[src/hw/iodc_pkg.sv]
// constants, types and register map of the interrupt output stage
package iodc_pkg;
   // bus widths
   localparam int unsigned ADDR_W = 12;
   localparam int unsigned DATA_W = 32;
   localparam int unsigned SRC_W  = 32;
   // register byte offsets
   localparam logic [ADDR_W-1:0] OFS_CFG       = 12'h054;
   localparam logic [ADDR_W-1:0] OFS_EVT_STS   = 12'h3f0;
   localparam logic [ADDR_W-1:0] OFS_EVT_MASK  = 12'h3f4;
   // configuration field positions
   localparam int unsigned POS_IVL_LO = 24;
   localparam int unsigned POS_IVL_HI = 31;
   localparam int unsigned POS_CLR    = 14;
   localparam int unsigned POS_ACTIVE = 13;
   localparam int unsigned POS_MASTER = 12;
   localparam int unsigned POS_EN     = 8;
   localparam int unsigned POS_POL    = 4;
   localparam int unsigned POS_TYPE   = 0;
   // event bit positions in status and mask
   localparam int unsigned EVT_W       = 2;
   localparam int unsigned EVT_EXPIRE  = 0;
   localparam int unsigned EVT_ASSERT  = 1;
   // reset values
   localparam logic [7:0]       IVL_RST  = 8'h00;
   localparam logic             EN_RST   = 1'b0;
   localparam logic             POL_RST  = 1'b0;
   localparam logic             TYPE_RST = 1'b0;
   localparam logic [EVT_W-1:0] EVT_RST  = 2'h0;
   // timing: one interval unit in ns at a 10 ns clock
   localparam int unsigned UNIT_NS  = 10000;
   localparam int unsigned CLK_NS   = 10;
   localparam int unsigned TICK_W   = 10;
   localparam logic [TICK_W-1:0] TICKS_PER_UNIT = TICK_W'((UNIT_NS + CLK_NS - 1) / CLK_NS);
   localparam logic [TICK_W-1:0] TICK_LAST      = TICK_W'(TICKS_PER_UNIT - TICK_W'(1));
   // buffer type encoding
   localparam logic TYPE_OPEN_DRAIN = 1'b0;
   localparam logic TYPE_PUSH_PULL  = 1'b1;
   // software-writable configuration
   typedef struct packed {
      logic [7:0] interval;  // holdoff units
      logic       out_en;    // final pin enable
      logic       pin_polarity;
      logic       buf_type;  // open-drain or push-pull
   } iodc_cfg_t;
   // pin drive: level and active-low enable
   typedef struct packed {
      logic out;
      logic oe_n;
   } iodc_pin_t;
endpackage

[src/hw/iodc_top.sv]
// interrupt request pin stage with holdoff interval and config register
//
// The address-and-strobe port was left to the implementer.
`timescale 1ns/1ps
`default_nettype none
module iodc_top
   import iodc_pkg::*;
(
   // clock and reset
   input  wire  logic              clk,
   input  wire  logic              rst,
   input  wire  logic              soft_rst,
   // interrupt sources, same clock domain
   input  wire  logic [SRC_W-1:0]  src_active,
   input  wire  logic [SRC_W-1:0]  src_enable,
   // register port
   input  wire  logic [ADDR_W-1:0] addr,
   input  wire  logic [DATA_W-1:0] wdata,
   input  wire  logic              wr_stb,
   input  wire  logic              rd_stb,
   output logic       [DATA_W-1:0] rdata,
   // interrupt request pin
   output logic                    irq_pin_out,
   output logic                    irq_pin_oe_n,
   // block event interrupt
   output logic                    evt_irq
);

   // address decode shared by read and write paths
   function automatic logic hit(input logic [ADDR_W-1:0] a, input logic [ADDR_W-1:0] ofs);
      hit = (a == ofs);
   endfunction

   iodc_cfg_t         cfg_q;        // configuration register state
   logic              master;       // internal master interrupt line
   logic              wr_cfg;       // write to configuration
   logic              wr_sts;       // write to event status
   logic              wr_mask;      // write to event mask
   logic [7:0]        ivl_new;      // interval written this cycle
   logic              clr_req;      // counter clear request
   logic              run_q;        // holdoff interval running
   logic [TICK_W-1:0] tick_q;       // cycles within one unit
   logic [7:0]        units_q;      // units left in interval
   logic              unit_end;     // last cycle of a unit
   logic              expire;       // last cycle of the interval
   logic              asrt;         // interrupt offered to the pin
   logic              asrt_q;       // previous offer, for release edge
   logic              release_ev;   // offer to the pin went inactive
   logic              start;        // begin a fresh interval
   logic              stop_zero;    // interval disabled by zero
   iodc_pin_t         pin_q;        // registered pin drive
   logic [EVT_W-1:0]  sts_q;        // sticky event bits
   logic [EVT_W-1:0]  mask_q;       // event mask
   logic [EVT_W-1:0]  evt_set;      // events this cycle
   logic [DATA_W-1:0] rdata_q;      // read data register

   // master line: any enabled source active
   assign master = |(src_active & src_enable);

   // write decode
   assign wr_cfg  = wr_stb && hit(addr, OFS_CFG);
   assign wr_sts  = wr_stb && hit(addr, OFS_EVT_STS);
   assign wr_mask = wr_stb && hit(addr, OFS_EVT_MASK);
   assign ivl_new = wdata[POS_IVL_HI:POS_IVL_LO];
   // clear bit is a pulse only, nothing is stored so it reads back zero
   assign clr_req = wr_cfg && wdata[POS_CLR];

   // configuration register; reserved bits have no storage
   always_ff @(posedge clk or posedge rst) begin
      if (rst) begin
         cfg_q.interval     <= IVL_RST;
         cfg_q.out_en       <= EN_RST;
         cfg_q.pin_polarity <= POL_RST;
         cfg_q.buf_type     <= TYPE_RST;
      end else if (soft_rst) begin
         // polarity and type are kept across soft reset
         cfg_q.interval     <= IVL_RST;
         cfg_q.out_en       <= EN_RST;
      end else if (wr_cfg) begin
         cfg_q.interval     <= ivl_new;
         cfg_q.out_en       <= wdata[POS_EN];
         cfg_q.pin_polarity <= wdata[POS_POL];
         cfg_q.buf_type     <= wdata[POS_TYPE];
      end
   end

   // holdoff control terms
   // a zero field, current or being written, disables the interval at once
   // a write decides on its own value, so a non-zero write with clear restarts
   assign stop_zero = wr_cfg ? (ivl_new == IVL_RST) : (cfg_q.interval == IVL_RST);
   assign unit_end  = run_q && (tick_q == TICK_LAST);
   assign expire    = unit_end && (units_q == 8'h01);
   // interrupts are withheld from the pin while the interval runs
   assign asrt       = master && !run_q;
   assign release_ev = asrt_q && !asrt;
   assign start      = !stop_zero && (release_ev || clr_req);

   // release edge tracking
   always_ff @(posedge clk or posedge rst) begin
      if (rst) begin
         asrt_q <= 1'b0;
      end else if (soft_rst) begin
         asrt_q <= 1'b0;
      end else begin
         asrt_q <= asrt;
      end
   end

   // holdoff run flag
   always_ff @(posedge clk or posedge rst) begin
      if (rst) begin
         run_q <= 1'b0;
      end else if (soft_rst || stop_zero) begin
         run_q <= 1'b0;
      end else if (start) begin
         run_q <= 1'b1;
      end else if (expire) begin
         run_q <= 1'b0;
      end
   end

   // tick and unit counters; the interval latches its length at start,
   // so a non-zero rewrite without clear during a running interval only shapes the next one
   always_ff @(posedge clk or posedge rst) begin
      if (rst) begin
         tick_q  <= '0;
         units_q <= IVL_RST;
      end else if (soft_rst || stop_zero) begin
         tick_q  <= '0;
         units_q <= IVL_RST;
      end else if (start) begin
         tick_q  <= '0;
         units_q <= wr_cfg ? ivl_new : cfg_q.interval;
      end else if (unit_end) begin
         tick_q  <= '0;
         units_q <= units_q - 8'h01;
      end else if (run_q) begin
         tick_q  <= tick_q + TICK_W'(1);
      end
   end

   // pin drive; enable gates only this stage, status stays untouched
   always_ff @(posedge clk or posedge rst) begin
      if (rst) begin
         pin_q.out  <= 1'b0;
         pin_q.oe_n <= 1'b1;
      end else if (cfg_q.buf_type == TYPE_OPEN_DRAIN) begin
         // low when asserted, released otherwise
         pin_q.out  <= 1'b0;
         pin_q.oe_n <= !(asrt && cfg_q.out_en);
      end else begin
         // push-pull always drives, inactive level is the inverse
         pin_q.out  <= (asrt && cfg_q.out_en) ? cfg_q.pin_polarity
                                              : !cfg_q.pin_polarity;
         pin_q.oe_n <= 1'b0;
      end
   end
   assign irq_pin_out  = pin_q.out;
   assign irq_pin_oe_n = pin_q.oe_n;

   // block events: interval ended, interrupt offered to the pin
   assign evt_set[EVT_EXPIRE] = expire;
   assign evt_set[EVT_ASSERT] = asrt && !asrt_q;

   // sticky status; a set in the clearing cycle wins
   always_ff @(posedge clk or posedge rst) begin
      if (rst) begin
         sts_q <= EVT_RST;
      end else if (soft_rst) begin
         sts_q <= evt_set;
      end else if (wr_sts) begin
         sts_q <= (sts_q & ~wdata[EVT_W-1:0]) | evt_set;
      end else begin
         sts_q <= sts_q | evt_set;
      end
   end

   // event mask
   always_ff @(posedge clk or posedge rst) begin
      if (rst) begin
         mask_q <= EVT_RST;
      end else if (soft_rst) begin
         mask_q <= EVT_RST;
      end else if (wr_mask) begin
         mask_q <= wdata[EVT_W-1:0];
      end
   end
   assign evt_irq = |(sts_q & mask_q);

   // read data, valid the cycle after the strobe only
   always_ff @(posedge clk or posedge rst) begin
      if (rst) begin
         rdata_q <= '0;
      end else if (!rd_stb) begin
         rdata_q <= '0;
      end else if (hit(addr, OFS_CFG)) begin
         rdata_q                        <= '0;
         rdata_q[POS_IVL_HI:POS_IVL_LO] <= cfg_q.interval;
         rdata_q[POS_ACTIVE]            <= run_q;
         rdata_q[POS_MASTER]            <= master;
         rdata_q[POS_EN]                <= cfg_q.out_en;
         rdata_q[POS_POL]               <= cfg_q.pin_polarity;
         rdata_q[POS_TYPE]              <= cfg_q.buf_type;
      end else if (hit(addr, OFS_EVT_STS)) begin
         rdata_q <= {{(DATA_W-EVT_W){1'b0}}, sts_q};
      end else if (hit(addr, OFS_EVT_MASK)) begin
         rdata_q <= {{(DATA_W-EVT_W){1'b0}}, mask_q};
      end else begin
         // unmapped addresses read zero
         rdata_q <= '0;
      end
   end
   assign rdata = rdata_q;

   logic              irq_active_pin; // pin shows an interrupt
   logic [TICK_W-1:0] unit_age_q;     // cycles since the current unit began
   assign irq_active_pin = (cfg_q.buf_type == TYPE_OPEN_DRAIN) ? !pin_q.oe_n
                         : (pin_q.out == cfg_q.pin_polarity);

   // unit age for the length check; a counter, since a long delay would crawl
   always_ff @(posedge clk or posedge rst) begin
      if (rst) begin
         unit_age_q <= '0;
      end else if (!run_q || start || unit_end || soft_rst || stop_zero) begin
         unit_age_q <= '0;
      end else begin
         unit_age_q <= unit_age_q + TICK_W'(1);
      end
   end
endmodule
`default_nettype wire

[config.mk]
export PLATFORM = sky130hd
export DESIGN_NAME = iodc_top
export DESIGN_NICKNAME = d
export VERILOG_FILES = /design/src/hw/iodc_pkg.sv /design/src/hw/iodc_top.sv
export SDC_FILE = /design/constraint.sdc
export NUM_CORES = 1
export LEC_CHECK = 0
export ABC_CLOCK_PERIOD_IN_PS = 4800
export BUFFER_PORTS_ARGS = -buffer_cell sky130_fd_sc_hd__buf_2
export CORE_MARGIN = 2
export CORE_UTILIZATION = 49
export DETAILED_ROUTE_END_ITERATION = 7
export PLACE_DENSITY_LB_ADDON = 0.3
export SYNTH_ARGS = -nofsm -noshare
export SYNTH_HDL_FRONTEND = slang
export SYNTH_SLANG_ARGS = --single-unit
[constraint.sdc]
create_clock -name clk -period 4.8 [get_ports clk]
set_input_delay 0.96 -clock clk [delete_from_list [all_inputs] [get_ports clk]]
set_output_delay 0.96 -clock clk [all_outputs]
set_load 0.01 [all_outputs]
==> results.rst <==
.. list-table::
   :header-rows: 1

   * - Metric
     - Value
   * - Run status
     - completed
   * - FF+latch count, synth
     - 51
   * - Number of failing hold endpoints at the final stage
     - 0
   * - RSZ-0062 raised after global routing
     - no
   * - Count of unresolved DRC violations after routing
     - 0
   * - Setup slack at placement
     - 1.087 ns
   * - Top post-synthesis cells by area
     - sky130_fd_sc_hd__dfrtp_1 (44%), sky130_fd_sc_hd__mux2i_1 (7.7%), sky130_fd_sc_hd__buf_4 (4.7%)
   * - Netlist area before placement
     - 0.002874 mm^2
   * - Avg Cell Area, Syn
     - 9.742 um^2
   * - Antenna violations before repair
     - 0
   * - Critical setup path kind
     - in -> reg
   * - Congestion Overflow GR
     - 0
   * - DP HPWL
     - 5.253 mm
   * - Pin count of the biggest net entering global routing
     - 52
   * - Standard cell core area
     - roughly 0.0056 mm^2
   * - Hold crit path type
     - reg -> reg
   * - Number of CTS-inserted buffers
     - 5
   * - Setup violations, final
     - 0
   * - Post-synthesis share of cell area spent on xor and xnor gates
     - 0.006095
   * - Max_slew headroom
     - 0.3157
   * - R2R Setup Slk
     - 2.42 ns
   * - First-pass GRT wire length
     - 11.21 mm
   * - Most utilized layer in the global route result
     - met2
   * - Global Route met2 Usage
     - 0.3675
   * - Routed WL
     - 6.839 mm
   * - Cell leakage power
     - 0.001794 uW
   * - Die width
     - 80.59 um
   * - Post-synth EDFFs
     - 0
   * - Global-route track usage on met3
     - 0.04494
   * - TritonCTS clock tree
     - built
   * - Warnings from Yosys
     - 0
   * - Clock period minus final worst setup slack
     - around 3.4 ns
   * - Post-CTS clock slew at the launch and capture registers of the worst setup and hold paths
     - 0.10 ns
   * - Multiplexer area fraction after synthesis
     - 0.08446
   * - Skew final
     - 0.01356 ns
   * - Logic depth of the worst register-to-register path
     - 6
   * - Clock Tree Buf Depth
     - 2
   * - Synth cell types
     - 48
   * - Number of primary I/O pins
     - ~150
   * - Clock H-tree levels
     - 2
   * - Drt initial violations
     - 124
   * - Number of port buffers
     - 110
   * - Area occupied by multi-input gates
     - 0.001450 mm^2
   * - Largest area contributor in the netlist
     - sky130_fd_sc_hd__dfrtp_1
   * - RD Place Congestion
     - 0.8586
   * - Post-synthesis cell count
     - 295
   * - Seq. cell area
     - 0.001277 mm^2
   * - Worst hold path endpoint
     - irq_pin_oe_n
   * - Power density of the placed cells
     - 217.1 mW/mm^2
   * - Sequential area share after synthesis
     - 0.4445
   * - Cells along the critical path
     - buf_2, or3b_1, nor4_4, buf_4, mux2i_1, or3_1, a211o_1, or3_1, o21ai_0
   * - Remaining number of nets flagged by the antenna check after routing
     - 0
   * - Overall Global Routing Usage
     - 0.2217
   * - Most common cell on crit path
     - sky130_fd_sc_hd__or3_1
   * - Total design power
     - 762.5 uW
   * - Number of gates resized after CTS
     - 0
   * - Top cell type's share of synthesized area
     - 0.4354
   * - Hold Path Depth
     - 1
   * - DIE AREA
     - 0.006494 mm^2
   * - Stage delay of the slowest cell on the critical path
     - about 0.50 ns
   * - Cell at the root of the clock tree
     - sky130_fd_sc_hd__clkbuf_8
   * - Placed Instance Area
     - 0.003425 mm^2
   * - Hold path startpoint
     - cfg_q[0]
   * - Number of nets at the end of the flow
     - 520
   * - Starting utilization of the core area
     - 0.5156
   * - Async SR Flop Fraction
     - 1.000
   * - Insertion delay to the later sink of the worst-skew pair
     - 0.32 ns
   * - Source of the worst register-to-register timing path
     - tick_q[0]
   * - Kind of end point of the critical path
     - register
   * - Max Transition Viols Final
     - 0
   * - Detail-routed net length per standard cell
     - 14.34 um
   * - Number of post-CTS setup repair buffers
     - 0
   * - Maximum clock frequency
     - 294.2 MHz
   * - Antenna cell count
     - 0
   * - Minimum setup slack in the final design
     - around 1.4 ns
   * - Worst IR drop on VDD
     - 108.5 uV
   * - Max-cap violation count
     - 0
   * - Fraction of layout instances using a drive strength above 1
     - 0.3235
   * - Most common cell after layout, fill and taps aside
     - sky130_fd_sc_hd__buf_2
   * - Arr. time, crit path
     - 3.63 ns
   * - Dominant register cell in the synthesized netlist
     - sky130_fd_sc_hd__dfrtp_1
   * - Met1 usage in global routing
     - 0.2953
   * - Data required time at the worst endpoint
     - 5.03 ns
   * - Vias in the first global route
     - 2412
   * - Top library cells by usage in the layout, fill and taps aside
     - sky130_fd_sc_hd__buf_2 (110), sky130_fd_sc_hd__dfrtp_1 (50), sky130_fd_sc_hd__mux2i_1 (22)
   * - Setup Total Neg Slack
     - 0 ns
   * - Arithmetic-cell share of the synthesized area counting full adders, half adders and majority gates
     - 0.01306
   * - Main combinational cell family by area after synthesis
     - simple AND/OR/NAND/NOR gates
   * - Cell type of the slowest stage on the worst timing path
     - sky130_fd_sc_hd__or3_1
   * - Via count
     - 2616
   * - Compound-cell area share of the yosys netlist
     - 0.1598
   * - Number of hold buffers added after CTS
     - 0
   * - Drt first pass iters
     - 4
   * - Basic-gate share of the synthesized area counting and, or, nand and nor cells
     - 0.2177
   * - Fin util
     - 0.6301
   * - Die outline height
     - 80.59 um
   * - Slew at the pin closest to its max-slew limit
     - 1.025 ns
   * - Number of sinks driven by the clock tree
     - 51
   * - Count of standard-cell rows
     - 27
   * - Fillers
     - roughly 480
   * - Part of the cycle the worst path needs
     - 0.7081
   * - Critical path startpoint category
     - input port
   * - Routed vias/inst
     - 5.484
   * - Largest driver fanout on the critical path
     - 12
   * - Area overhead of the layout relative to synthesis
     - 22.20%
   * - Crit Reg-Reg Endpoint
     - units_q[3]
   * - Post-route design area
     - 0.003512 mm^2
## worst max path at each step
stage	start	end	cells after the start
finish	addr[2]	tick_q[7]	9
floorplan	addr[1]	tick_q[7]	7
CTS	addr[2]	tick_q[7]	9
global route	addr[2]	tick_q[8]	9
global placement	addr[2]	tick_q[7]	9
detailed placement	addr[1]	tick_q[7]	9
## critical path: cells and delay by family
| kind | cells | cell delay (ns) |
|---|---|---|
| compound gates | 2 | 0.47 |
| buf+inv | 2 | 0.41 |
| mux | 1 | 0.25 |
| simple gates | 4 | 1.54 |
## through the flow
stage          hold WS, ns  instances
3_5_place_dp        0.4282        469
4_1_cts             0.4441        477
6_report            0.4425        477
5_1_grt             0.4721        477
2_1_floorplan       0.3958        312
3_3_place_gp        0.4244        469
## report_power, final
part | leakage (uW) | switching, uW | internal (uW)
registers | 0.000704 | 1.86 | 430
logic | 0.00104 | 39.6 | 36.6
clock network | 0.0000483 | 151 | 103
## metal layers
metal,vias up,part of all wire
met1,1257,0.45
met4,0,0.012
met2,80,0.49
li1,1273,-
met5,-,0
met3,6,0.053
## synthesized netlist by cell type (3+ instances only)
master                     instances
sky130_fd_sc_hd__a211oi_1          3
sky130_fd_sc_hd__a21oi_1          13
sky130_fd_sc_hd__a22o_1            9
sky130_fd_sc_hd__a22oi_1          12
sky130_fd_sc_hd__and2_1            5
sky130_fd_sc_hd__and3_1           16
sky130_fd_sc_hd__buf_4            18
sky130_fd_sc_hd__clkbuf_1          9
sky130_fd_sc_hd__dfrtp_1          50
sky130_fd_sc_hd__ha_1              3
sky130_fd_sc_hd__inv_1            11
sky130_fd_sc_hd__mux2i_1          22
sky130_fd_sc_hd__nand2_1          21
sky130_fd_sc_hd__nand2b_1          5
sky130_fd_sc_hd__nand3_1           5
sky130_fd_sc_hd__nand4_1           5
sky130_fd_sc_hd__nor2_1           18
sky130_fd_sc_hd__nor3_1            4
sky130_fd_sc_hd__nor4_1            6
sky130_fd_sc_hd__o21ai_0          13
sky130_fd_sc_hd__or3_1            10
## logic make-up after synthesis
group | Yosys count
simple gates | 110
compound gates | 66
flops | 51
buf+inv | 38
mux | 24
fa+ha+maj | 3
xor+xnor | 2
other cells | 1
## state kept, by name, indices dropped and copies added, names as in the netlist
register      cells
cfg_q            11
sts_q             2
rdata            14
mask_q            2
irq_pin_oe_n      1
irq_pin_out       1
tick_q           10
asrt_q            1
units_q           8
run_q             1
## final cells by class
type,count,share of cell area
inverters,11,0.01176
clock inverters,3,0.005344
well taps,72,0.02565
flip-flops and latches,51,0.3637
multi-input cells,223,0.4129
repair buffers,112,0.1610
clock buffers,5,0.01959
(Power assumes the default switching activity.)
